<file path="src/logic/cpm_pkg.sv">
// package for the core power mode controller: register map, field
// positions, timing counts and shared types.
// assumes a 200 MHz aclk and a 32-bit axi4-lite register port.
`default_nettype none
package cpm_pkg;
  localparam int unsigned CLK_MHZ          = 200;
  localparam int unsigned DET_TIMEOUT_US   = 100;
  localparam int unsigned DET_TIMEOUT_CYC  = DET_TIMEOUT_US * CLK_MHZ;
  localparam int unsigned WDOG_DEF_CYC     = 65536;
  localparam int unsigned RST_SEQ_CYC      = 4;

  localparam logic [7:0]  OFS_PCTL    = 8'h00;
  localparam logic [7:0]  OFS_CFG     = 8'h04;
  localparam logic [7:0]  OFS_STAT    = 8'h08;
  localparam logic [7:0]  OFS_INT     = 8'h0C;
  localparam int unsigned PCTL_IDLE   = 0;
  localparam int unsigned PCTL_STOP   = 1;
  localparam int unsigned CFG_DET_EN  = 0;
  localparam int unsigned CFG_WDOG_EN = 1;
  localparam logic [7:0]  PCTL_RST    = 8'h00;
  localparam logic [1:0]  CFG_RST     = 2'h0;
  localparam logic [15:0] RESET_PC    = 16'h0000;
  localparam logic [1:0]  RESP_OKAY   = 2'h0;
  localparam logic [1:0]  RESP_SLVERR = 2'h2;

  typedef enum logic [2:0] {
    CPM_RUN    = 3'h0,
    CPM_FINISH = 3'h1,
    CPM_IDLE   = 3'h2,
    CPM_STOP   = 3'h3,
    CPM_RESET  = 3'h4
  } cpm_mode_e;

  typedef struct packed {
    logic        rst_int;
    logic [1:0]  cause;
  } cpm_rst_s;
endpackage : cpm_pkg
`default_nettype wire

</file>
<file path="src/logic/cpm_timeout.sv">
// down-counter that fires a one-cycle pulse after a programmable
// number of cycles while armed; used for the watchdog and clock detector.
// assumes arm is synchronous to aclk.
`default_nettype none
module cpm_timeout
  import cpm_pkg::*;
#(
  parameter int unsigned CYCLES = 16
) (
  input  wire logic aclk,
  input  wire logic aresetn,
  input  wire logic arm,
  output logic      fire
);
  typedef struct packed {
    logic [31:0] cnt;
    logic        fire;
  } cpm_to_s;
  cpm_to_s st_r;
  cpm_to_s st_nxt;

  always_comb begin
    st_nxt      = st_r;
    st_nxt.fire = 1'b0;
    if (!arm) begin
      st_nxt.cnt = 32'(CYCLES - 1);
    end else if (st_r.cnt == 32'h0) begin
      st_nxt.fire = 1'b1;
      st_nxt.cnt  = 32'(CYCLES - 1);
    end else begin
      st_nxt.cnt = st_r.cnt - 32'h1;
    end
  end

  always_ff @(posedge aclk) begin
    if (!aresetn) begin
      st_r <= '{cnt: 32'(CYCLES - 1), fire: 1'b0};
    end else begin
      st_r <= st_nxt;
    end
  end

  assign fire = st_r.fire;
endmodule : cpm_timeout
`default_nettype wire

</file>
<file path="src/logic/cpm_sync.sv">
// two-flop synchroniser for a pin-level input.
// assumes din is asynchronous to aclk.
`default_nettype none
module cpm_sync (
  input  wire logic aclk,
  input  wire logic aresetn,
  input  wire logic din,
  output logic      dout
);
  typedef struct packed {
    logic s1;
    logic s2;
  } cpm_sy_s;
  cpm_sy_s st_r;
  cpm_sy_s st_nxt;

  always_comb begin
    st_nxt.s1 = din;
    st_nxt.s2 = st_r.s1;
  end

  always_ff @(posedge aclk) begin
    if (!aresetn) begin
      st_r <= '0;
    end else begin
      st_r <= st_nxt;
    end
  end

  assign dout = st_r.s2;
endmodule : cpm_sync
`default_nettype wire

</file>
<file path="src/logic/cpm_core_power_mode.sv">
// core power mode controller: idle and stop sequencing, wake and
// reset handling, watchdog and missing-clock timeouts, axi4-lite regs.
// assumes the core reports instruction retirement and interrupt state
// on aclk; the external reset pin is asynchronous and synchronised here.
//
// Notes on behaviour
// - setting idle bit halts fetch after the setting instruction retires
// - in idle, clocks and peripherals run and all state is kept
// - enabled interrupt in idle clears idle bit and resumes cpu
// - after the handler returns, execution resumes after the idle write
// - reset ending idle runs reset sequence, fetch from address 0x0000
// - enabled watchdog eventually resets the core out of idle
// - setting stop bit enters stop after the setting instruction
// - stop halts cpu and oscillators; only an enabled clock detector and an enabled watchdog stay alive
// - stop ends only by reset, then reset sequence from 0x0000
// - enabled clock detector resets the core after its timeout in stop
`default_nettype none
module cpm_core_power_mode
  import cpm_pkg::*;
#(
  parameter int unsigned WDOG_CYC = WDOG_DEF_CYC,
  parameter int unsigned DET_CYC  = DET_TIMEOUT_CYC
) (
  input  wire logic        aclk,
  input  wire logic        aresetn,
  input  wire logic        rst_pin_n,
  input  wire logic        insn_retire,
  input  wire logic [7:0]  irq_pending,
  input  wire logic [7:0]  irq_enable,
  input  wire logic        wdog_kick,
  input  wire logic [7:0]  s_axi_awaddr,
  input  wire logic        s_axi_awvalid,
  output logic             s_axi_awready,
  input  wire logic [31:0] s_axi_wdata,
  input  wire logic [3:0]  s_axi_wstrb,
  input  wire logic        s_axi_wvalid,
  output logic             s_axi_wready,
  output logic [1:0]       s_axi_bresp,
  output logic             s_axi_bvalid,
  input  wire logic        s_axi_bready,
  input  wire logic [7:0]  s_axi_araddr,
  input  wire logic        s_axi_arvalid,
  output logic             s_axi_arready,
  output logic [31:0]      s_axi_rdata,
  output logic [1:0]       s_axi_rresp,
  output logic             s_axi_rvalid,
  input  wire logic        s_axi_rready,
  output logic             cpu_halt,
  output logic             osc_enable,
  output logic             periph_enable,
  output logic             core_reset,
  output logic             pc_load,
  output logic [15:0]      pc_value,
  output logic [1:0]       mode_state
);
  typedef struct packed {
    cpm_mode_e   mode;
    logic [7:0]  pctl;
    logic [1:0]  cfg;
    cpm_rst_s    rst;
    logic [2:0]  seq_cnt;
    logic        aw_got;
    logic [7:0]  aw_addr;
    logic        w_got;
    logic [31:0] w_data;
    logic [3:0]  w_strb;
    logic        bvalid;
    logic [1:0]  bresp;
    logic        rvalid;
    logic [31:0] rdata;
    logic [1:0]  rresp;
    logic        halt;
    logic        osc;
    logic        periph;
    logic        pc_load;
    logic        awrdy;
    logic        wrdy;
    logic        arrdy;
    logic [1:0]  ms;
  } cpm_st_s;

  cpm_st_s st_r;
  cpm_st_s st_nxt;
  logic    pin_rst_n;
  logic    wdog_fire;
  logic    det_fire;
  logic    wdog_arm;
  logic    det_arm;
  logic    wake_irq;

  function automatic logic hit(input logic [7:0] a, input logic [7:0] o);
    hit = (a[7:2] == o[7:2]);
  endfunction : hit

  // mode_state shows run, idle and stop; the transient states read as run
  function automatic logic [1:0] mode_code(input cpm_mode_e m);
    if (m == CPM_IDLE) begin
      mode_code = 2'h1;
    end else if (m == CPM_STOP) begin
      mode_code = 2'h2;
    end else begin
      mode_code = 2'h0;
    end
  endfunction : mode_code

  cpm_sync u_rst_sync (
    .aclk    (aclk),
    .aresetn (aresetn),
    .din     (rst_pin_n),
    .dout    (pin_rst_n)
  );

  // watchdog keeps counting in idle; a kick restarts it
  assign wdog_arm = st_r.cfg[CFG_WDOG_EN] && !wdog_kick
                    && st_r.mode != CPM_RESET;
  // the detector models the stopped system clock, so it runs only in stop
  assign det_arm = st_r.cfg[CFG_DET_EN] && st_r.mode == CPM_STOP;

  cpm_timeout #(.CYCLES(WDOG_CYC)) u_wdog (
    .aclk    (aclk),
    .aresetn (aresetn),
    .arm     (wdog_arm),
    .fire    (wdog_fire)
  );

  cpm_timeout #(.CYCLES(DET_CYC)) u_det (
    .aclk    (aclk),
    .aresetn (aresetn),
    .arm     (det_arm),
    .fire    (det_fire)
  );

  assign wake_irq = |(irq_pending & irq_enable);

  always_comb begin
    logic        do_wr;
    logic        do_rd;
    logic [31:0] wd;
    logic        any_rst;
    do_wr  = 1'b0;
    do_rd  = 1'b0;
    wd     = 32'h0;
    any_rst = 1'b0;
    st_nxt = st_r;
    st_nxt.pc_load = 1'b0;

    // axi4-lite write: address and data accepted in either order
    if (s_axi_awvalid && !st_r.aw_got && !st_r.bvalid) begin
      st_nxt.aw_got  = 1'b1;
      st_nxt.aw_addr = s_axi_awaddr;
    end
    if (s_axi_wvalid && !st_r.w_got && !st_r.bvalid) begin
      st_nxt.w_got  = 1'b1;
      st_nxt.w_data = s_axi_wdata;
      st_nxt.w_strb = s_axi_wstrb;
    end
    if (st_r.aw_got && st_r.w_got && !st_r.bvalid) begin
      do_wr         = 1'b1;
      wd            = st_r.w_data;
      st_nxt.aw_got = 1'b0;
      st_nxt.w_got  = 1'b0;
      st_nxt.bvalid = 1'b1;
      st_nxt.bresp  = RESP_OKAY;
      if (!hit(st_r.aw_addr, OFS_PCTL) && !hit(st_r.aw_addr, OFS_CFG)) begin
        st_nxt.bresp = RESP_SLVERR;
      end
    end
    if (st_r.bvalid && s_axi_bready) begin
      st_nxt.bvalid = 1'b0;
    end
    if (s_axi_arvalid && !st_r.rvalid) begin
      do_rd         = 1'b1;
      st_nxt.rvalid = 1'b1;
      st_nxt.rresp  = RESP_OKAY;
      st_nxt.rdata  = 32'h0;
      if (hit(s_axi_araddr, OFS_PCTL)) begin
        st_nxt.rdata = {24'h0, st_r.pctl};
      end else if (hit(s_axi_araddr, OFS_CFG)) begin
        st_nxt.rdata = {30'h0, st_r.cfg};
      end else if (hit(s_axi_araddr, OFS_STAT)) begin
        st_nxt.rdata = {27'h0, st_r.rst.cause, 3'(st_r.mode)};
      end else if (hit(s_axi_araddr, OFS_INT)) begin
        st_nxt.rdata = {16'h0, irq_enable, irq_pending};
      end else begin
        st_nxt.rresp = RESP_SLVERR;
      end
    end
    if (st_r.rvalid && s_axi_rready) begin
      st_nxt.rvalid = 1'b0;
    end

    if (do_wr && hit(st_r.aw_addr, OFS_PCTL) && st_r.w_strb[0]) begin
      st_nxt.pctl = wd[7:0];
    end
    if (do_wr && hit(st_r.aw_addr, OFS_CFG) && st_r.w_strb[0]) begin
      st_nxt.cfg = wd[1:0];
    end

    any_rst = !pin_rst_n || wdog_fire || det_fire;

    unique case (st_r.mode)
      CPM_RUN: begin
        if (st_nxt.pctl[PCTL_IDLE] || st_nxt.pctl[PCTL_STOP]) begin
          st_nxt.mode = CPM_FINISH;
        end
      end
      CPM_FINISH: begin
        // wait for the writing instruction to retire before halting
        if (insn_retire) begin
          if (st_r.pctl[PCTL_STOP]) begin
            st_nxt.mode   = CPM_STOP;
            st_nxt.halt   = 1'b1;
            st_nxt.osc    = 1'b0;
            st_nxt.periph = 1'b0;
          end else begin
            st_nxt.mode = CPM_IDLE;
            st_nxt.halt = 1'b1;
          end
        end
      end
      CPM_IDLE: begin
        if (wake_irq) begin
          // pc is untouched, so the return lands after the idle write
          st_nxt.pctl[PCTL_IDLE] = 1'b0;
          st_nxt.mode            = CPM_RUN;
          st_nxt.halt            = 1'b0;
        end
      end
      CPM_STOP: begin
        // interrupts are ignored here; only a reset leaves stop
        st_nxt.mode = CPM_STOP;
      end
      CPM_RESET: begin
        if (st_r.seq_cnt == 3'h0) begin
          st_nxt.mode        = CPM_RUN;
          st_nxt.rst.rst_int = 1'b0;
          st_nxt.halt        = 1'b0;
          st_nxt.pc_load     = 1'b1;
        end else begin
          st_nxt.seq_cnt = st_r.seq_cnt - 3'h1;
        end
      end
      default: begin
        st_nxt.mode = CPM_RESET;
      end
    endcase

    if (any_rst) begin
      st_nxt.mode        = CPM_RESET;
      st_nxt.seq_cnt     = 3'(RST_SEQ_CYC - 1);
      st_nxt.pctl        = PCTL_RST;
      st_nxt.rst.rst_int = 1'b1;
      st_nxt.rst.cause   = !pin_rst_n ? 2'h1 : (wdog_fire ? 2'h2 : 2'h3);
      st_nxt.halt        = 1'b1;
      st_nxt.osc         = 1'b1;
      st_nxt.periph      = 1'b1;
    end
    if (do_rd) begin
      st_nxt.rvalid = 1'b1;
    end
    // readies and mode code are registered so every output but the constant pc_value leaves a flop
    st_nxt.awrdy = !st_nxt.aw_got && !st_nxt.bvalid;
    st_nxt.wrdy  = !st_nxt.w_got && !st_nxt.bvalid;
    st_nxt.arrdy = !st_nxt.rvalid;
    st_nxt.ms    = mode_code(st_nxt.mode);
  end

  always_ff @(posedge aclk) begin
    if (!aresetn) begin
      st_r         <= '0;
      st_r.mode    <= CPM_RUN;
      st_r.pctl    <= PCTL_RST;
      st_r.cfg     <= CFG_RST;
      st_r.osc     <= 1'b1;
      st_r.periph  <= 1'b1;
      st_r.pc_load <= 1'b1;
      st_r.awrdy   <= 1'b1;
      st_r.wrdy    <= 1'b1;
      st_r.arrdy   <= 1'b1;
    end else begin
      st_r <= st_nxt;
    end
  end

  assign s_axi_awready = st_r.awrdy;
  assign s_axi_wready  = st_r.wrdy;
  assign s_axi_bvalid  = st_r.bvalid;
  assign s_axi_bresp   = st_r.bresp;
  assign s_axi_arready = st_r.arrdy;
  assign s_axi_rvalid  = st_r.rvalid;
  assign s_axi_rdata   = st_r.rdata;
  assign s_axi_rresp   = st_r.rresp;
  assign cpu_halt      = st_r.halt;
  assign osc_enable    = st_r.osc;
  assign periph_enable = st_r.periph;
  assign core_reset    = st_r.rst.rst_int;
  assign pc_load       = st_r.pc_load;
  assign pc_value      = RESET_PC;
  assign mode_state    = st_r.ms;
endmodule : cpm_core_power_mode
`default_nettype wire

</file>
<file path="config.mk">
export PLATFORM = sky130hd
export DESIGN_NAME = cpm_core_power_mode
export DESIGN_NICKNAME = d
export VERILOG_FILES = /design/src/logic/cpm_pkg.sv /design/src/logic/cpm_timeout.sv /design/src/logic/cpm_sync.sv /design/src/logic/cpm_core_power_mode.sv
export SDC_FILE = /design/constraint.sdc
export NUM_CORES = 1
export LEC_CHECK = 0
export BUFFER_PORTS_ARGS = -buffer_cell sky130_fd_sc_hd__buf_2
export CAP_MARGIN = 20
export CORE_UTILIZATION = 25
export CTS_BUF_LIST = sky130_fd_sc_hd__clkbuf_2 sky130_fd_sc_hd__clkbuf_4 sky130_fd_sc_hd__clkbuf_8
export DETAILED_ROUTE_END_ITERATION = 16
export GPL_TIMING_DRIVEN = 0
export PLACE_DENSITY = 0.43
export RECOVER_POWER = 100
export SLEW_MARGIN = 20
export SYNTH_ARGS = -nofsm -noshare
export SYNTH_HDL_FRONTEND = slang
export SYNTH_SLANG_ARGS = --single-unit
</file>
<file path="constraint.sdc">
create_clock -name aclk -period 2.2 [get_ports aclk]
set_input_delay 0.22 -clock aclk [delete_from_list [all_inputs] [get_ports aclk]]
set_output_delay 0.22 -clock aclk [all_outputs]
set_load 0.01 [all_outputs]
</file>
==> results.py <==
metrics = {
    "outcome": {
        "outcome": "complete, no violations",
    },
    "floorplanning": {
        "dieArea_sq_um": 24400,
        "die_h_um": 156,
        "die_w_um": 156,
        "row_count": 56,
        "core_area_sq_um": 23400,
        "initial_core_util": 0.254,
        "pin_count": 142,
    },
    "sta": {
        "min_period_ps": 2100,
        "fin_skew_ps": 9.97,
        "rsz0062_at_grt": "true",
        "post-route-period-util": 0.956,
        "slew_viol_final": 0,
        "tightest_slew_ps": 711,
        "whs_ps": 32.7,
        "fmax_ghz": 0.475,
        "setup_tns_ps": 0,
        "slew_headroom": 0.526,
        "hold_violations": 0,
        "setup_violations": 0,
        "setup_slack_ps": 96.1,
    },
    "detailed_routing": {
        "drt-wirelength-per-cell_um": 12.2,
        "via_count": 4846,
        "drtPass1Iterations": 4,
        "viasPerCell": 4.22,
        "drc": 0,
        "routed_wirelength_um": 14000,
        "ant_nets": 0,
        "drt_iter0_drc": 233,
    },
    "synthesis": {
        "syn_area_per_cell_sq_um": 8.89,
        "async_reset_ff_frac": 0,
        "ys_types": 61,
        "netlist_instances": 669,
        "syn_area_sq_um": 5950,
        "synth_edf_count": 0,
        "synth.largest_area_cell": "dfxtp_1",
        "synth_most_common_cell": "dfxtp_1",
        "yosys.area.top_type_share": 0.444,
        "seq_area_frac_synth": 0.444,
        "ys.flop_type": "dfxtp_1",
        "ys_seq_elements": 132,
        "synthTopCellsByArea": "dfxtp_1, buf_4, nor2_1",
        "ys.warnings.count": 0,
        "yosys-top-cells-count": "dfxtp_1, nor2_1, nand2_1, buf_4, a21oi_1",
    },
    "layout": {
        "layout-drive-gt1-share": 0.210,
        "final_cell_count_no_fill": 1147,
        "syn_to_final_growth_pct": 26.9,
        "fin_nets": 895,
        "fin_util": 0.323,
        "final_area_sq_um": 7550,
        "diodes": 0,
    },
    "place": {
        "placed_area_sq_um": 6840,
        "io_buffers": 74,
        "gp_congestion": 0.743,
        "dp_cells": 1095,
        "dp_hpwl_um": 10200,
        "dp_slack_ps": -271,
    },
    "power_and_ir_drop": {
        "power_density_nw_per_um2": 680,
        "design_power_total_mw": 5.13,
        "p_comb_frac": 0.068,
        "switching_share": 0.233,
        "p_switching_mw": 1.20,
        "ir_drop_mv": 0.346,
        "seq_power_share": 0.481,
        "p_int_mw": 3.94,
        "clockPowerShare": 0.450,
        "leakage_nw": 2.90,
    },
    "run": {
        "max-cap-violations": 0,
    },
    "critical_path": {
        "crit_fanout": 9,
        "slowest_delay_ps": 450,
        "path_cells": "inv_1 > ha_4 > or4b_4 > buf_6 > or4_4 > nor3_4 > xnor2_1 > nand2_1",
        "path_class": "flip-flop to flip-flop",
        "crit_arrival_ps": 2440,
        "critPathRequiredTime_ps": 2530,
        "startpoint_type": "flip-flop",
        "end_kind": "flip-flop",
        "slowest_stage": "or4b_4",
    },
    "global_route": {
        "grt_use_total": 0.119,
        "grt_max_degree": 17,
        "overflow": 0,
        "grt_pass1_vias": 4624,
        "antenna_found_initial": 0,
        "grt_pass1_wl_um": 22900,
    },
    "cts": {
        "root_buffer": "clkbuf_8",
        "clk_latency_ps": 440,
        "cts_buffer_depth": 2,
        "cts_tree": "yes",
        "cts_max_level": 4,
        "path_clk_slew_ps": 80,
        "clock_sinks": 132,
        "cts_buffers": 17,
    },
    "min_path": {
        "min-delay-path-class": "primary input to flip-flop",
    },
}
==> final timing paths <==
kind / cells after the start / slack [ps] / startpoint / end
worst min-delay path: 3 / 30 / s_axi_wdata[3] / st_r[54]
worst min register to register: 1 / 400 / u_wdog.st_r[1] / u_wdog.st_r[1]
worst max-delay path: 8 / 100 / u_wdog.st_r[1] / u_wdog.st_r[11]
worst max register to register: 8 / 100 / u_wdog.st_r[1] / u_wdog.st_r[11]
==> power groups by stage <==
stage	clock, mW	combinational [mW]	sequential, mW
after detailed placement	0	0.339	2.53
after CTS	2.40	0.360	2.47
final	2.31	0.351	2.47
after global placement	0	0.340	2.53
after floorplan	0	0.225	2.52
after global routing	2.49	0.393	2.48
==> layout make-up <==
class                           count  area (sq um)
Fill cell                        2550         15900
Tap cell                          319           399
Timing Repair Buffer               96           532
Clock inverter                     11           174
Inverter                           10          37.5
Clock buffer                       21           277
Buffer                             76           523
Multi-Input combinational cell    482          2970
Sequential cell                   132          2640
==> worst max-delay path: cells and delay by family (launching register included) <==
kind,cells,cell delay (ps)
buffers and inverters,2,240
XOR/XNOR,1,130
adder cells (fa/ha/maj),1,140
AND/OR/NAND/NOR,4,1160
flip-flops,1,320
==> layer usage <==
metal	wire length [um]	GRT usage	vias to the layer above	share of wire
met5	0	0	-	0
met3	611	0.0271	12	0.044
met4	176	0.0434	0	0.013
met2	6450	0.199	94	0.46
met1	6750	0.149	2205	0.48
li1	-	-	2535	-
==> sequential cells by signal, summed over array words and instances (netlist names), 2 cells and up <==
signal       flops
st_r            35
mode_state       2
u_det.st_r      32
u_wdog.st_r     32
s_axi_rdata     16
==> logic make-up after synthesis <==
kind of cell | synth area share
AO/OA/AOI/OAI | 0.0917
XOR/XNOR | 0.0589
adder cells (fa/ha/maj) | 0.00420
buffers and inverters | 0.0942
flip-flops | 0.444
multiplexers | 0.0563
other | 0.000630
AND/OR/NAND/NOR | 0.250
==> timing repair <==
action,CTS,global route
endpoints found under the setup margin,57,55
hold buffers,14,0
buffers inserted,5,3
hold endpoints to repair,14,0
pin swaps,3,4
gates resized for setup,7,19
==> cell usage in the layout, fill, tap and decap left out, drive strengths merged, types with 3 or more instances in the layout <==
cell	netlist	routed
dfxtp	132	132
buf	66	111
nor2	100	100
clkbuf	12	68
nand2	62	62
a21oi	35	35
conb	1	34
mux2i	29	29
xor2	20	20
xnor2	20	20
nor3	18	18
or3	17	17
dlygate4sd3	0	14
nand4	14	14
nor4	13	13
o21ai	12	12
a22oi	12	12
nand3	12	12
inv	9	11
or4	9	9
nand4b	8	8
o31ai	6	6
nor2b	5	5
nand2b	5	5
nor3b	5	5
and2	5	5
nand3b	4	4
bufinv	0	4
and3	4	4
or2	3	3
a31oi	3	3
a22o	3	3
clkinvlp	0	3
a21o	3	3
clkinv	1	3
Power figures use the tool's default switching activity.
